File: config.mk
export PLATFORM = sky130hd
export DESIGN_NAME = trbg_timer
export DESIGN_NICKNAME = d
export VERILOG_FILES = /design/src/logic/trbg_pkg.sv /design/src/logic/trbg_timer.sv
export SDC_FILE = /design/constraint.sdc
export NUM_CORES = 1
export LEC_CHECK = 0
export ABC_AREA = 1
export BUFFER_PORTS_ARGS = -buffer_cell sky130_fd_sc_hd__buf_2
export CAP_MARGIN = 20
export CELL_PAD_IN_SITES_DETAIL_PLACEMENT = 0
export CELL_PAD_IN_SITES_GLOBAL_PLACEMENT = 1
export CORE_UTILIZATION = 25
export DETAILED_ROUTE_END_ITERATION = 7
export GPL_TIMING_DRIVEN = 0
export PLACE_DENSITY_LB_ADDON = 0.1
export REMOVE_ABC_BUFFERS = 1
export SLEW_MARGIN = 20
export SYNTH_ARGS = -nofsm -noshare
export SYNTH_HDL_FRONTEND = slang
export SYNTH_SLANG_ARGS = --single-unit
export TNS_END_PERCENT = 10
File: constraint.sdc
create_clock -name core_clk -period 1.94 [get_ports core_clk]
set_input_delay 0.194 -clock core_clk [delete_from_list [all_inputs] [get_ports core_clk]]
set_output_delay 0.194 -clock core_clk [all_outputs]
set_load 0.005 [all_outputs]
File: src/logic/trbg_pkg.sv
// Purpose: Shared constants and types for the reload, capture and baud timer.
// Assumes: Registers sit on the byte-wide special function register port.
// Notes:   Every offset, bit position, reset value and count lives here.
//
// What this block does
// - Auto-reload overflow at 0xffff sets overflow flag and interrupt.
// - Each auto-reload overflow loads the counter from the reload pair.
// - Select bit low gives auto-reload; run bit starts counting.
// - Reload mode with trigger enable: trigger edge also reloads.
// - Baud mode reloads on overflow, sets no flag, clocks the UART.
// - Either UART clock select bit forces baud mode with auto-reload.
// - Baud mode, internal timing: counter runs at half the system clock.
// - Baud mode, counter select high: count pin falls form timebase.
// - Baud mode with trigger enable: trigger edge sets external flag.
// - Overflow flag bit 7 is sticky, never set in baud mode.
// - External flag bit 6 set by enabled trigger action, sticky.
// - Receive clock select bit 5 picks this timer for UART receive.
// - Transmit clock select bit 4 picks this timer for UART transmit.
// - Trigger enable bit 3 lets trigger edges act; zero ignores them.
// - Run control bit 2 stops the timer at zero, counts at one.
// - Counter select bit 1: zero internal clock, one count pin edges.
// - Capture/reload select bit 0: capture or reload on trigger edge.
// - Capture bytes take count on capture, else hold reload value.
// - Count bytes form the live counter, readable and writable.
// - Capture mode trigger edge copies count, sets external flag.
// - Internal clock outside baud mode is system clock divided by one or twelve.
package trbg_pkg;

  // --------------------------------------------------------------------
  // Register addresses and reset values
  // --------------------------------------------------------------------
  localparam logic [7:0] TRBG_ADDR_CONTROL  = 8'hc9;
  localparam logic [7:0] TRBG_ADDR_RCAP_LO  = 8'he4;
  localparam logic [7:0] TRBG_ADDR_RCAP_HI  = 8'he5;
  localparam logic [7:0] TRBG_ADDR_COUNT_LO = 8'hf4;
  localparam logic [7:0] TRBG_ADDR_COUNT_HI = 8'hf5;
  localparam logic [7:0] TRBG_RST_CONTROL   = 8'h00;
  localparam logic [7:0] TRBG_RST_RCAP      = 8'h00;
  localparam logic [7:0] TRBG_RST_COUNT     = 8'h00;
  localparam logic [7:0] TRBG_RDATA_UNMAPPED = 8'h00;

  // --------------------------------------------------------------------
  // Control register bit positions
  // --------------------------------------------------------------------
  localparam int TRBG_BIT_OVERFLOW = 7;
  localparam int TRBG_BIT_EXT_FLAG = 6;
  localparam int TRBG_BIT_RX_SEL   = 5;
  localparam int TRBG_BIT_TX_SEL   = 4;
  localparam int TRBG_BIT_EXT_EN   = 3;
  localparam int TRBG_BIT_RUN      = 2;
  localparam int TRBG_BIT_CT_SEL   = 1;
  localparam int TRBG_BIT_CP_RL    = 0;

  // --------------------------------------------------------------------
  // Counts and limits
  // --------------------------------------------------------------------
  localparam logic [3:0]  TRBG_DIV12_LAST = 4'hb;
  localparam logic [15:0] TRBG_COUNT_MAX  = 16'hffff;

  // Control register, field order matches bit 7 down to bit 0.
  typedef struct packed {
    logic overflow_flag;
    logic external_trigger_flag;
    logic uart_rx_clock_select;
    logic uart_tx_clock_select;
    logic external_trigger_enable;
    logic run_control;
    logic counter_timer_select;
    logic capture_reload_select;
  } trbg_ctrl_t;

  // Byte-wide register port request.
  typedef struct packed {
    logic       wr;
    logic       rd;
    logic [7:0] addr;
    logic [7:0] wdata;
  } trbg_sfr_req_t;

  // Operating mode, Gray coded along off, capture, reload, baud.
  typedef enum logic [1:0] {
    TRBG_MODE_OFF     = 2'b00,
    TRBG_MODE_CAPTURE = 2'b01,
    TRBG_MODE_RELOAD  = 2'b11,
    TRBG_MODE_BAUD    = 2'b10
  } trbg_mode_t;

endpackage : trbg_pkg

File: src/logic/trbg_timer.sv
// Purpose: 16-bit timer with capture, auto-reload and UART baud generation.
// Assumes: One clock, synchronous active-low reset, pins asynchronous and synchronised here.
// Notes:   Register reads answer one cycle after the read strobe.
module trbg_timer
  import trbg_pkg::*;
(
  input  wire logic          core_clk,
  input  wire logic          rstn,
  input  wire trbg_sfr_req_t sfr_req,
  output logic [7:0]         sfr_rdata,
  input  wire logic          timer_clock_divide_select,
  input  wire logic          timer_int_enable,
  input  wire logic          count_pin,
  input  wire logic          trigger_pin,
  output logic               timer_irq,
  output logic               uart_rx_tick,
  output logic               uart_tx_tick
);

  // --------------------------------------------------------------------
  // State
  // --------------------------------------------------------------------
  trbg_ctrl_t  ctrl_ff;
  logic [15:0] count_ff;
  logic [15:0] rcap_ff;
  logic [3:0]  div12_ff;
  logic        half_ff;
  logic [2:0]  cnt_sync_ff;
  logic [2:0]  trg_sync_ff;
  logic [7:0]  rdata_ff;
  logic        irq_ff;
  logic        rx_tick_ff;
  logic        tx_tick_ff;

  trbg_mode_t  mode;
  logic        baud;
  logic        int_tick;
  logic        cnt_fall;
  logic        trg_fall;
  logic        tick;
  logic        ovf;
  logic        trg_act;
  logic        set_tf;
  logic        set_exf;
  logic        do_capture;
  logic        wr_ctrl;
  logic        wr_clo;
  logic        wr_chi;
  logic        wr_rlo;
  logic        wr_rhi;
  logic [15:0] nxt_count;
  trbg_ctrl_t  nxt_ctrl;

  assign wr_ctrl = sfr_req.wr && (sfr_req.addr == TRBG_ADDR_CONTROL);
  assign wr_rlo  = sfr_req.wr && (sfr_req.addr == TRBG_ADDR_RCAP_LO);
  assign wr_rhi  = sfr_req.wr && (sfr_req.addr == TRBG_ADDR_RCAP_HI);
  assign wr_clo  = sfr_req.wr && (sfr_req.addr == TRBG_ADDR_COUNT_LO);
  assign wr_chi  = sfr_req.wr && (sfr_req.addr == TRBG_ADDR_COUNT_HI);

  // --------------------------------------------------------------------
  // Mode decode
  // --------------------------------------------------------------------
  // Either UART select bit wins over the capture/reload select bit.
  always_comb begin
    if (!ctrl_ff.run_control) begin
      mode = TRBG_MODE_OFF;
    end else if (ctrl_ff.uart_rx_clock_select ||
                 ctrl_ff.uart_tx_clock_select) begin
      mode = TRBG_MODE_BAUD;
    end else if (ctrl_ff.capture_reload_select) begin
      mode = TRBG_MODE_CAPTURE;
    end else begin
      mode = TRBG_MODE_RELOAD;
    end
  end

  // Baud behaviour of the trigger pin holds even while stopped.
  assign baud = ctrl_ff.uart_rx_clock_select | ctrl_ff.uart_tx_clock_select;

  // --------------------------------------------------------------------
  // Pin synchronisers and falling-edge detect
  // --------------------------------------------------------------------
  // Bit 0 feeds only bit 1; edges are judged from bits 1 and 2.
  always_ff @(posedge core_clk) begin
    if (!rstn) begin
      cnt_sync_ff <= 3'h7;
      trg_sync_ff <= 3'h7;
    end else begin
      cnt_sync_ff <= {cnt_sync_ff[1:0], count_pin};
      trg_sync_ff <= {trg_sync_ff[1:0], trigger_pin};
    end
  end

  assign cnt_fall = cnt_sync_ff[2] & ~cnt_sync_ff[1];
  assign trg_fall = trg_sync_ff[2] & ~trg_sync_ff[1];

  // --------------------------------------------------------------------
  // Internal prescaler
  // --------------------------------------------------------------------
  // Free-running dividers; phase is not reset by the run bit, so the
  // first internal tick after starting may come early by up to 11 cycles.
  always_ff @(posedge core_clk) begin
    if (!rstn) begin
      div12_ff <= 4'h0;
      half_ff  <= 1'b0;
    end else begin
      div12_ff <= (div12_ff == TRBG_DIV12_LAST) ? 4'h0 : div12_ff + 4'h1;
      half_ff  <= ~half_ff;
    end
  end

  // Baud mode runs off half the clock, else divide by one or twelve.
  always_comb begin
    if (baud) begin
      int_tick = half_ff;
    end else if (timer_clock_divide_select) begin
      int_tick = 1'b1;
    end else begin
      int_tick = (div12_ff == TRBG_DIV12_LAST);
    end
  end

  // Counter select picks the internal tick or count pin edges.
  assign tick = (mode != TRBG_MODE_OFF) &&
                (ctrl_ff.counter_timer_select ? cnt_fall
                                              : int_tick);
  assign ovf  = tick && (count_ff == TRBG_COUNT_MAX);

  // --------------------------------------------------------------------
  // Trigger and flag events
  // --------------------------------------------------------------------
  // An enabled trigger edge acts in every mode; the response differs.
  assign trg_act    = trg_fall && ctrl_ff.external_trigger_enable;
  assign do_capture = trg_act && !baud &&
                      ctrl_ff.capture_reload_select;
  assign set_exf    = trg_act;
  assign set_tf     = ovf && !baud;

  // --------------------------------------------------------------------
  // Counter
  // --------------------------------------------------------------------
  // A software byte write overrides the hardware update of that byte.
  always_comb begin
    nxt_count = count_ff;
    if (ovf && (baud || !ctrl_ff.capture_reload_select)) begin
      nxt_count = rcap_ff;
    end else if (trg_act && !baud && !ctrl_ff.capture_reload_select) begin
      nxt_count = rcap_ff;
    end else if (tick) begin
      nxt_count = count_ff + 16'h0001;
    end
    if (wr_clo) begin
      nxt_count[7:0] = sfr_req.wdata;
    end
    if (wr_chi) begin
      nxt_count[15:8] = sfr_req.wdata;
    end
  end

  always_ff @(posedge core_clk) begin
    if (!rstn) begin
      count_ff <= {TRBG_RST_COUNT, TRBG_RST_COUNT};
    end else begin
      count_ff <= nxt_count;
    end
  end

  // --------------------------------------------------------------------
  // Reload / capture pair
  // --------------------------------------------------------------------
  // A capture wins over a software write in the same cycle, so no
  // measurement is lost.
  always_ff @(posedge core_clk) begin
    if (!rstn) begin
      rcap_ff <= {TRBG_RST_RCAP, TRBG_RST_RCAP};
    end else if (do_capture) begin
      rcap_ff <= count_ff;
    end else begin
      if (wr_rlo) begin
        rcap_ff[7:0] <= sfr_req.wdata;
      end
      if (wr_rhi) begin
        rcap_ff[15:8] <= sfr_req.wdata;
      end
    end
  end

  // --------------------------------------------------------------------
  // Control register
  // --------------------------------------------------------------------
  // Hardware sets win over a software clear in the same cycle.
  always_comb begin
    nxt_ctrl = ctrl_ff;
    if (wr_ctrl) begin
      nxt_ctrl = trbg_ctrl_t'(sfr_req.wdata);
    end
    if (set_tf) begin
      nxt_ctrl.overflow_flag = 1'b1;
    end
    if (set_exf) begin
      nxt_ctrl.external_trigger_flag = 1'b1;
    end
  end

  always_ff @(posedge core_clk) begin
    if (!rstn) begin
      ctrl_ff <= trbg_ctrl_t'(TRBG_RST_CONTROL);
    end else begin
      ctrl_ff <= nxt_ctrl;
    end
  end

  // --------------------------------------------------------------------
  // Interrupt and UART shift clock outputs
  // --------------------------------------------------------------------
  // The request follows the flags as they will stand next cycle.
  always_ff @(posedge core_clk) begin
    if (!rstn) begin
      irq_ff <= 1'b0;
    end else begin
      irq_ff <= timer_int_enable && (nxt_ctrl.overflow_flag ||
                nxt_ctrl.external_trigger_flag);
    end
  end

  // Each overflow in baud mode becomes a one-cycle shift clock pulse.
  always_ff @(posedge core_clk) begin
    if (!rstn) begin
      rx_tick_ff <= 1'b0;
      tx_tick_ff <= 1'b0;
    end else begin
      rx_tick_ff <= ovf && ctrl_ff.uart_rx_clock_select;
      tx_tick_ff <= ovf && ctrl_ff.uart_tx_clock_select;
    end
  end

  // --------------------------------------------------------------------
  // Register read port
  // --------------------------------------------------------------------
  // Reads have no side effects; unmapped addresses return zero.
  always_ff @(posedge core_clk) begin
    if (!rstn) begin
      rdata_ff <= TRBG_RDATA_UNMAPPED;
    end else if (sfr_req.rd) begin
      case (sfr_req.addr)
        TRBG_ADDR_CONTROL:  rdata_ff <= ctrl_ff;
        TRBG_ADDR_RCAP_LO:  rdata_ff <= rcap_ff[7:0];
        TRBG_ADDR_RCAP_HI:  rdata_ff <= rcap_ff[15:8];
        TRBG_ADDR_COUNT_LO: rdata_ff <= count_ff[7:0];
        TRBG_ADDR_COUNT_HI: rdata_ff <= count_ff[15:8];
        default:            rdata_ff <= TRBG_RDATA_UNMAPPED;
      endcase
    end
  end

  assign sfr_rdata    = rdata_ff;
  assign timer_irq    = irq_ff;
  assign uart_rx_tick = rx_tick_ff;
  assign uart_tx_tick = tx_tick_ff;
endmodule : trbg_timer

==> results of run 1 <==
metal layers:
metal | up-vias | wire length (microns)
met1 | 1720 | 6480
met5 | - | 0
li1 | 1850 | -
met2 | 103 | 6260
met3 | 11 | 617
met4 | 0 | 151
cells in the final DEF (no fill, tap or decap), types with 10 or more instances in the layout:
cell     instances
o22ai_1         10
nand3_1         27
buf_2           34
o21ai_0         46
buf_4           13
inv_1           63
nor2_1          67
a21oi_1         42
dfxtp_1         61
nand2_1        114
nor2_4          10
worst max-delay path by stage:
| stage | startpoint | endpoint | slack, ps | cells after the start |
|---|---|---|---|---|
| floorplan | div12_ff[0]$_SDFF_PP0_ | count_ff[10]$_SDFFE_PN0P_ | 320 | 10 |
| global placement | ctrl_ff[3]$_SDFFE_PN0P_ | count_ff[10]$_SDFFE_PN0P_ | -250 | 7 |
| detailed placement | ctrl_ff[3]$_SDFFE_PN0P_ | count_ff[10]$_SDFFE_PN0P_ | -190 | 7 |
| CTS | count_ff[1]$_SDFFE_PN0P_ | count_ff[10]$_SDFFE_PN0P_ | -4 | 10 |
| global route | div12_ff[1]$_SDFF_PP0_ | count_ff[1]$_SDFFE_PN0P_ | -20 | 11 |
| finish | count_ff[1]$_SDFFE_PN0P_ | count_ff[1]$_SDFFE_PN0P_ | 100 | 11 |
flip-flops by register name, summed over array words and instances (netlist names):
name and flops:
half_ff 1, sfr_rdata 8, div12_ff 4, timer_irq 1, ctrl_ff 8, count_ff 16
rcap_ff 16, cnt_sync_ff 3, uart_rx_tick 1, uart_tx_tick 1, trg_sync_ff 3
report_power, final:
part	total (mW)	internal (mW)	switching [mW]
combinational	0.154	0.0509	0.103
clock	1.80	1.19	0.612
sequential	1.31	1.30	0.0111
stage by stage:
stage	util [%]	hold WS [ps]
after floorplan	-	263
final	31.7	45.4
after detailed placement	27.9	389
after CTS	30.3	35.0
after global placement	27.9	383
after global routing	31.7	42.6
kinds of logic (layout without fill, tap and decap cells):
family                   Yosys count  in the layout  synth area share [%]
AO/OA/AOI/OAI                    120            120                  19.0
XOR/XNOR                           9              9                  2.21
adder cells (fa/ha/maj)            2              2                 0.700
buffers and inverters             85            134                  9.98
flip-flops                        62             62                  34.7
AND/OR/NAND/NOR                  259            261                  33.4
layout make-up:
type | count | area (sq um)
flip-flops and latches | 62 | 1240
clock buffers | 12 | 256
repair buffers | 48 | 288
multi-input cells | 392 | 2060
inverters | 71 | 283
clock inverters | 3 | 67.6
well taps | 180 | 225
fillers | 1554 | 9520
what timing repair did:
item / in CTS / in global routing
gates resized for setup: 4 / 15
hold endpoints to repair: 0 / 0
buffers inserted: 0 / 14
endpoints found under the setup margin: 32 / 31
cloned: 0 / 2
pin swaps: 0 / 8
hold buffers: 0 / 0
==> out/summary.txt, run 1 <==
YOSYS
---------------------------------------------------------------------------------
Count leader, synth ................................................      nand2_1
Netlist area before placement ......................................   3570 sq um
Total of flip-flops plus latches after synthesis ...................           62
Count of yosys warnings during synthesis ...........................            0
Most used DFF post-synth ...........................................      dfxtp_1
Top-area cell type share of the netlist area .......................        34.7%
Gate count after technology mapping ................................          537
Fraction of synthesis flops using an asynchronous set or reset pin .           0%
Top post-synthesis cells by area ................................... dfxtp_1, nand2_1, nor2_1
Average instance area after synthesis ..............................   6.66 sq um
Share of synthesized area occupied by flip-flops and latches .......        34.7%
Number of unique standard cell types used by synthesis .............           38
Cell taking the most area after synthesis ..........................      dfxtp_1
Most instantiated cells after synthesis ............................ nand2_1, nor2_1, inv_1, dfxtp_1, o21ai_0
EDFF count, synth ..................................................            0

DETAILED ROUTING
---------------------------------------------------------------------------------
Starting DRT DRC Count .............................................          211
Per-cell routed wire length ........................................ 17.6 microns
DRC violations left ................................................            0
Routed vias/inst ...................................................         4.80
Final Routed Wirelength ............................................      13.5 mm
Antenna Violating Nets Remaining ...................................            0
Total number of vias ...............................................         3684
Drt pass-1 iters ...................................................            5

STA
---------------------------------------------------------------------------------
Clock skew after layout ............................................      9.05 ps
Final sum of negative setup slack ..................................         0 ps
Fin crit period ....................................................      1840 ps
Count of final setup violators .....................................            0
Final Worst Setup Slack ............................................      99.8 ps
FMAX ...............................................................      543 MHz
Share of the clock period used by the worst path ...................        94.9%
Relative slew slack ................................................        39.8%
Slew at the pin with the worst max-slew slack ......................       903 ps
Hold Violations, Final .............................................            0
Max Slew Vio Count .................................................            0

PLACE
---------------------------------------------------------------------------------
Placement-stage cell area ..........................................   3880 sq um
Count of port buffers added during placement .......................           34
Cell Count Post-Placement ..........................................          737
Worst slack at placement ...........................................      -189 ps
GPL Wtd Cong .......................................................        0.793
Hpwl dp ............................................................      9.83 mm

POWER
---------------------------------------------------------------------------------
Total leakage power ................................................      1.81 nW
PD cells ...........................................................  738 nW/um^2
Power, Total .......................................................      3.26 mW
Largest voltage drop on the vdd net ................................     0.395 mV

LAYOUT
---------------------------------------------------------------------------------
Ratio of cells with drive above 1 in the final layout ..............        19.2%
Ant. Diodes ........................................................            0
Finished Cell Area .................................................   4420 sq um
Area growth from synthesis to final layout .........................        23.6%
Nets ...............................................................          610
Non-filler cells, final ............................................          768

CTS
---------------------------------------------------------------------------------
TritonCTS clock tree ...............................................        built
Largest buffer count on any clock path .............................            2
Number of CTS-inserted buffers .....................................            9
Clk sink count .....................................................           62
Clk_lat worst skew .................................................       340 ps
Root Buffer Master .................................................    clkbuf_16
CTS clk-pin slew, worst paths ......................................        50 ps
H-tree lvl count ...................................................            3

WORST SETUP PATH
---------------------------------------------------------------------------------
Master of the slowest instance on the critical path ................      dfxtp_1
Launching point of the worst reg2reg path .......................... count_ff[1]$_SDFFE_PN0P_
Max incr delay on CP ...............................................       350 ps
Slack of the worst reg-to-reg path .................................       100 ps
Critical Path AT ...................................................      2070 ps
Kind of capture point of the worst setup path ......................         flop
Critical path data required time ...................................      2170 ps
Startpoint type of the worst setup path ............................         flop
Setup CP Type ......................................................      reg2reg
Logic depth of the worst register-to-register path .................           11
Endpoint of the most critical register-to-register path ............ count_ff[1]$_SDFFE_PN0P_
Max Fanout on Critical Path ........................................            5
Critical path's top delay family ................................... simple AND/OR/NAND/NOR gates
Critical-path cell list ............................................ ha_1 -> nand2_1 -> nor2_4 -> nand2_2 -> nor2_4 -> nand3_4 -> buf_4 -> nand3_1 -> nand4_1 -> nand2_1 -> inv_1
Buffers and inverters on the worst path ............................            2

GLOBAL ROUTING
---------------------------------------------------------------------------------
GR Layer Usage met2 ................................................        29.7%
Total Routing Usage GR .............................................        18.9%
Pin count of the biggest net entering global routing ...............           36
Global-route wire length before repair .............................      20.1 mm
Number of antenna violations at the first check in global routing ..            0
Most Used Layer, Global Route ......................................         met2
GR Overflow Total ..................................................            0
GR Layer Usage met1 ................................................        26.1%
GRT met3 Usage .....................................................        3.79%
Number of global-route vias before repair ..........................         3461

MIN PATH
---------------------------------------------------------------------------------
Cell depth of the worst min-delay path .............................            2
Hold Crit Class ....................................................       in2reg
Startpoint of the lowest-slack hold path ...........................  trigger_pin
Worst hold path endpoint ........................................... trg_sync_ff[0]$_SDFF_PN1_

DIE
---------------------------------------------------------------------------------
Floorplan row count ................................................           43
Die extent in y ....................................................  122 microns
Total Die Area .....................................................  14800 sq um
Top Ports ..........................................................           35
Die width ..........................................................  122 microns
Effective utilization at floorplan .................................        25.7%
Core area ..........................................................  13900 sq um

JOB
---------------------------------------------------------------------------------
Number of violations of the max-capacitance limit ..................            0

STATUS
---------------------------------------------------------------------------------
Status ............................................................. finished clean

(Power assumes the default switching activity.)
==> run 2, diff against run 1 <==
--- a/config.mk
+++ b/config.mk
@@ -11,6 +11,7 @@
 export CELL_PAD_IN_SITES_DETAIL_PLACEMENT = 0
 export CELL_PAD_IN_SITES_GLOBAL_PLACEMENT = 1
 export CORE_UTILIZATION = 25
+export CTS_BUF_LIST = sky130_fd_sc_hd__clkbuf_8
 export DETAILED_ROUTE_END_ITERATION = 7
 export GPL_TIMING_DRIVEN = 0
 export PLACE_DENSITY_LB_ADDON = 0.1
==> run 2 against run 1 <==
Die area did not move. Count of clock-buffer cells in the layout shrank 1. Critical path type unchanged. Wire length shrank 0.16%. Hold slack got worse by 23 ps. Clock power fell by 25%. Highest routed layer unchanged.
==> out/summary.txt, run 2 (synthesized netlist as in run 1, its figures left out) <==
LAYOUT
--------------------------------------------------------------------------------
Ant. Diodes .......................................................            0   unchanged
Nets ..............................................................          609   -0.16%
Ratio of cells with drive above 1 in the final layout .............        19.3%   +0.033 points
Leading registers by flop count ................................... count_ff (16), rcap_ff (16)
Leading cell type in the layout, fill and taps excluded ...........      nand2_1
Area of the multi-input gates .....................................   2050 sq um   -0.37%
Filler Cells Inserted .............................................         1571   +1.1%
Area taken by flip-flops and latches ..............................   1240 sq um   +0.10%
Area growth from synthesis to final layout ........................        20.3%
Most frequent cells in the layout ................................. nand2_1, nor2_1, inv_1

STA
--------------------------------------------------------------------------------
FMAX ..............................................................      541 MHz   -0.50%
Relative slew slack ...............................................        39.8%   +0.076 points
Final sum of negative setup slack .................................         0 ps   unchanged
Fin crit period ...................................................      1850 ps   +9.30 ps
Clock skew after layout ...........................................      11.9 ps   +2.86 ps
Max Slew Vio Count ................................................            0   unchanged
Slew at the pin with the worst max-slew slack .....................       901 ps   -1.14 ps
Hold Violations, Final ............................................            0   unchanged
Share of the clock period used by the worst path ..................        95.3%   +0.48 points
Count of final setup violators ....................................            0   unchanged

CTS
--------------------------------------------------------------------------------
Largest buffer count on any clock path ............................            2   unchanged
Number of hold-repair buffers added at the cts stage ..............            0   unchanged
TritonCTS clock tree ..............................................        built
H-tree lvl count ..................................................            3   unchanged
Clk sink count ....................................................           62   unchanged
Root Buffer Master ................................................     clkbuf_8
Clk_lat worst skew ................................................       360 ps   +20 ps
Number of CTS-inserted buffers ....................................            9   unchanged
CTS clk-pin slew, worst paths .....................................        80 ps   +30 ps

DETAILED ROUTING
--------------------------------------------------------------------------------
Starting DRT DRC Count ............................................          228   +8.1%
Per-cell routed wire length ....................................... 17.6 microns   about the same
Routed vias/inst ..................................................         4.79   about the same
Final Routed Wirelength ...........................................      13.5 mm   -0.16%
Total number of vias ..............................................         3676   -0.22%
Drt pass-1 iters ..................................................            6   +1
Antenna Violating Nets Remaining ..................................            0   unchanged
DRC violations left ...............................................            0   unchanged

PLACE
--------------------------------------------------------------------------------
GPL Wtd Cong ......................................................        0.793   unchanged
Count of port buffers added during placement ......................           34   unchanged
Hpwl dp ...........................................................      9.83 mm   unchanged

GLOBAL ROUTING
--------------------------------------------------------------------------------
GR Layer Usage met2 ...............................................        29.5%   -0.11 points
GR Layer Usage met1 ...............................................        26.1%   -0.058 points
Pin count of the biggest net entering global routing ..............           36   unchanged
Most Used Layer, Global Route .....................................         met2
Global-route wire length before repair ............................      20.1 mm   -0.45%
Number of global-route vias before repair .........................         3440   -0.61%
Total Routing Usage GR ............................................        18.8%   -0.050 points
Number of antenna violations at the first check in global routing .            0   unchanged
GR Overflow Total .................................................            0   unchanged
GRT met3 Usage ....................................................        4.07%   +0.28 points

JOB
--------------------------------------------------------------------------------
Number of violations of the max-capacitance limit .................            0   unchanged

DIE
--------------------------------------------------------------------------------
Total Die Area ....................................................  14800 sq um   unchanged
Floorplan row count ...............................................           43   unchanged
Top Ports .........................................................           35   unchanged
Core area .........................................................  13900 sq um   unchanged
Die width .........................................................  122 microns   unchanged
Effective utilization at floorplan ................................        25.7%   unchanged
Die extent in y ...................................................  122 microns   unchanged

STATUS
--------------------------------------------------------------------------------
Status ............................................................ finished clean

WORST SETUP PATH
--------------------------------------------------------------------------------
Setup CP Type .....................................................      reg2reg
Max Fanout on Critical Path .......................................            7   +2
Critical Path AT ..................................................      2110 ps   +40 ps
Critical path data required time ..................................      2200 ps   +30 ps
Startpoint type of the worst setup path ...........................         flop
Kind of capture point of the worst setup path .....................         flop

POWER
--------------------------------------------------------------------------------
Largest voltage drop on the vdd net ...............................     0.328 mV   -17%
Total leakage power ...............................................      1.77 nW   -2.6%
Power, Total ......................................................      2.81 mW   -14%
PD cells ..........................................................  652 nW/um^2   -12%

MIN PATH
--------------------------------------------------------------------------------
Hold Crit Class ...................................................       in2reg

[run 2: changes by cell type in the layout (fill, tap and decap cells not counted), sizes merged]
cell,previous run,this run
buf,48,47
clkbuf,12,11
inv,69,70
[run 2: cell type report]
class,count,share of cell area [%]
Clock buffer,11,3.52
Multi-Input combinational cell,392,47.6
Tap cell,180,5.24
Inverter,71,6.52
Clock inverter,4,1.66
Timing Repair Buffer,47,6.52
Sequential cell,62,28.9
[run 2: per-layer routing]
layer | wire [microns] | up-vias
li1 | - | 1838
met1 | 6510 | 1731
met2 | 6290 | 95
met3 | 522 | 12
met4 | 164 | 0
met5 | 0 | -
[run 2: worst max-delay path, stage by stage, from the launching register on]
cell and delay [ps]:
dfxtp_1 330, inv_1 190, nor3_1 230, nand2_1 120
nor2_4 210, nand3_4 180, buf_4 190, nand3_1 60
nand4_1 110, nand2_1 80, inv_1 30
[run 2: path summary, 6_finish.rpt]
path / startpoint / to / slack (ps) / cells after the start
worst max-delay path: count_ff[15]$_SDFFE_PN0P_ / count_ff[1]$_SDFFE_PN0P_ / 90 / 10
worst min-delay path: trigger_pin / trg_sync_ff[0]$_SDFF_PN1_ / 20 / 2
worst max register to register: count_ff[15]$_SDFFE_PN0P_ / count_ff[1]$_SDFFE_PN0P_ / 90 / 10
worst min register to register: half_ff$_SDFF_PN0_ / half_ff$_SDFF_PN0_ / 410 / 1
[run 2: where the power goes]
group / internal (mW) / total, mW / switching [mW]
clock: 0.783 / 1.35 / 0.565
sequential: 1.29 / 1.30 / 0.0109
combinational: 0.0509 / 0.153 / 0.102
[run 2: per-stage QoR]
| stage | utilization (%) | worst slack, ps | cell area, sq um | hold slack (ps) | instances |
|---|---|---|---|---|---|
| floorplan | - | 324 | 3490 | 263 | 523 |
| global placement | 27.9 | -249 | 3880 | 383 | 737 |
| detailed placement | 27.9 | -189 | 3880 | 389 | 737 |
| CTS | 29.6 | -8.89 | 4130 | 0.140 | 752 |
| global route | 30.9 | -20.6 | 4300 | 5.97 | 767 |
| finish | 30.9 | 90.5 | 4300 | 22.3 | 767 |
[run 2: what timing repair did]
action / 4_1_cts / 5_1_grt
endpoints found under the setup margin: 32 / 31
pin swaps: 0 / 8
buffers inserted: 0 / 13
resized for setup: 4 / 14
cloned: 0 / 2
==> run 3, diff against run 2 <==
--- a/config.mk
+++ b/config.mk
@@ -10,6 +10,7 @@
 export CAP_MARGIN = 20
 export CELL_PAD_IN_SITES_DETAIL_PLACEMENT = 0
 export CELL_PAD_IN_SITES_GLOBAL_PLACEMENT = 1
+export CORE_ASPECT_RATIO = 1.75
 export CORE_UTILIZATION = 25
 export CTS_BUF_LIST = sky130_fd_sc_hd__clkbuf_8
 export DETAILED_ROUTE_END_ITERATION = 7
==> run 3 against run 2 <==
Clock skew increased by 1.9 ps. Largest power group unchanged. Via count up 0.73%. Final area rose by 1.0%.
==> out/summary.txt, run 3 (synthesized netlist as in run 1, its figures left out) <==
STATUS
--------------------------------------------------------------------------------
Status ............................................................ finished clean

POWER
--------------------------------------------------------------------------------
Power, Total ......................................................      2.82 mW   +0.39%
Total leakage power ...............................................      1.79 nW   +1.2%
Largest voltage drop on the vdd net ...............................     0.226 mV   -31%
PD cells ..........................................................  648 nW/um^2   -0.62%

CTS
--------------------------------------------------------------------------------
Clk sink count ....................................................           62   unchanged
H-tree lvl count ..................................................            3   unchanged
Root Buffer Master ................................................     clkbuf_8
CTS clk-pin slew, worst paths .....................................        90 ps   about the same
Clk_lat worst skew ................................................       360 ps   about the same
Largest buffer count on any clock path ............................            2   unchanged
TritonCTS clock tree ..............................................        built
Number of CTS-inserted buffers ....................................            9   unchanged

DETAILED ROUTING
--------------------------------------------------------------------------------
DRC violations left ...............................................            0   unchanged
Routed vias/inst ..................................................         4.82   +0.60%
Total number of vias ..............................................         3703   +0.73%
Antenna Violating Nets Remaining ..................................            0   unchanged
Final Routed Wirelength ...........................................      13.9 mm   +2.7%
Starting DRT DRC Count ............................................          175   -23%
Drt pass-1 iters ..................................................            5   -1
Per-cell routed wire length ....................................... 18.0 microns   +2.6%

LAYOUT
--------------------------------------------------------------------------------
Area growth from synthesis to final layout ........................        21.5%
Leading registers by flop count ................................... count_ff (16), rcap_ff (16)
Share of the core filled with cells ...............................        31.2%   +0.38 points
Nets ..............................................................          612   +0.49%
Finished Cell Area ................................................   4340 sq um   +1.0%
Most frequent cells in the layout ................................. nand2_1, nor2_1, inv_1
Non-filler cells, final ...........................................          768   +0.13%
Ant. Diodes .......................................................            0   unchanged
Leading cell type in the layout, fill and taps excluded ...........      nand2_1
Ratio of cells with drive above 1 in the final layout .............        20.1%   +0.88 points
Filler Cells Inserted .............................................         1570   -0.064%

WORST SETUP PATH
--------------------------------------------------------------------------------
Kind of capture point of the worst setup path .....................         flop
Critical-path cell list ........................................... ha_1 -> nand2_2 -> nor2_4 -> nand2_2 -> nor2_4 -> nand3_4 -> nand2_8 -> nand2_1 -> a21oi_2 -> nor2_1
Critical Path AT ..................................................      2100 ps   about the same
Setup CP Type .....................................................      reg2reg
Startpoint type of the worst setup path ...........................         flop
Master of the slowest instance on the critical path ...............      dfxtp_2
Buffers and inverters on the worst path ...........................            0   -3
Critical path's top delay family .................................. simple AND/OR/NAND/NOR gates
Max incr delay on CP ..............................................       350 ps   +20 ps
Max Fanout on Critical Path .......................................            7   unchanged
Critical path data required time ..................................      2180 ps   -20 ps

GLOBAL ROUTING
--------------------------------------------------------------------------------
Number of antenna violations at the first check in global routing .            0   unchanged
Pin count of the biggest net entering global routing ..............           36   unchanged
Number of global-route vias before repair .........................         3639   +5.8%
Global-route wire length before repair ............................      20.7 mm   +3.4%
Total Routing Usage GR ............................................        19.2%   +0.40 points
GR Overflow Total .................................................            0   unchanged

JOB
--------------------------------------------------------------------------------
Number of violations of the max-capacitance limit .................            0   unchanged

DIE
--------------------------------------------------------------------------------
Die extent in y ...................................................  160 microns   +32%
Effective utilization at floorplan ................................        25.7%   +0.051 points
Floorplan row count ...............................................           57   +33%
Core area .........................................................  13900 sq um   -0.20%
Total Die Area ....................................................  14800 sq um   +0.13%
Top Ports .........................................................           35   unchanged
Die width ......................................................... 92.4 microns   -24%

STA
--------------------------------------------------------------------------------
Max Slew Vio Count ................................................            0   unchanged
Fin crit period ...................................................      1860 ps   +11.6 ps
Count of final setup violators ....................................            0   unchanged
Share of the clock period used by the worst path ..................        95.9%   +0.60 points
Unrepaired setup endpoints after global routing ...................          yes
Slew at the pin with the worst max-slew slack .....................       914 ps   +12.8 ps
Clock skew after layout ...........................................      13.8 ps   +1.90 ps
Final Worst Setup Slack ...........................................      78.8 ps   -11.6 ps
FMAX ..............................................................      537 MHz   -0.63%
Hold Violations, Final ............................................            0   unchanged
Relative slew slack ...............................................        39.0%   -0.85 points

PLACE
--------------------------------------------------------------------------------
Placement-stage cell area .........................................   3880 sq um   about the same
Count of port buffers added during placement ......................           34   unchanged
GPL Wtd Cong ......................................................        0.795   +0.33%
Cell Count Post-Placement .........................................          734   -0.41%
Hpwl dp ...........................................................      10.4 mm   +5.7%
Worst slack at placement ..........................................      -187 ps   +2.08 ps

MIN PATH
--------------------------------------------------------------------------------
Hold Crit Class ...................................................       in2reg

[run 3: cell types whose count changed in the layout (fill, tap and decap cells not counted), sizes merged]
| cell | before | now |
|---|---|---|
| buf | 47 | 48 |
| clkinvlp | 2 | 0 |
| dlygate4sd3 | 0 | 2 |
| inv | 70 | 73 |
| clkbuf | 11 | 9 |
| clkinv | 1 | 3 |
[run 3: final cells by class]
class                           count  area, sq um  share of cell area (%)
Timing Repair Buffer               50          320                    7.37
Tap cell                          177          221                    5.10
Inverter                           71          274                    6.31
Clock inverter                      7          104                    2.39
Clock buffer                        9          124                    2.85
Sequential cell                    62         1240                    28.7
Multi-Input combinational cell    392         2060                    47.3
[run 3: timing repair]
item / 4_1_cts / 5_1_grt
gates cloned: 1 / 1
hold buffers: 2 / 0
endpoints found under the hold margin: 2 / 0
resized for setup: 7 / 11
setup endpoints to repair: 27 / 29
pin swaps: 3 / 6
setup buffers: 6 / 8
[run 3: report_power, final]
part	internal, mW	switching (mW)	total, mW	leakage (nW)
clock network	0.742	0.610	1.35	0.115
registers	1.29	0.0109	1.30	0.504
logic	0.0536	0.107	0.160	1.17
total	2.09	0.728	2.82	1.79
[run 3: worst min-delay path, delay by kind of cell]
kind,cells,cell delay (ps)
AND/OR/NAND/NOR,2,80
buffers and inverters,3,150
[run 3: path summary, 6_finish.rpt]
check        slack [ps]  depth (start not counted)                        end                startpoint
min reg2reg         420                          1         half_ff$_SDFF_PN0_        half_ff$_SDFF_PN0_
max reg2reg          80                         10  count_ff[10]$_SDFFE_PN0P_  count_ff[0]$_SDFFE_PN0P_
max                  80                         10  count_ff[10]$_SDFFE_PN0P_  count_ff[0]$_SDFFE_PN0P_
min                 100                          5       timer_irq$_SDFF_PN0_          timer_int_enable
[run 3: routing by layer]
metal  vias up  track usage (%)  wire length [microns]
li1       1847                -                      -
met1      1751             21.1                   5490
met2        75             34.7                   7390
met3        30             2.48                    321
met4         0             10.9                    655
met5         -                0                      0
[run 3: stage by stage]
stage          setup TNS (ps)  hold slack [ps]
3_3_place_gp            -3910              380
3_5_place_dp            -3120              383
5_1_grt                 -44.8              110
2_1_floorplan               0              263
4_1_cts                     0             81.8
6_report                    0             98.0
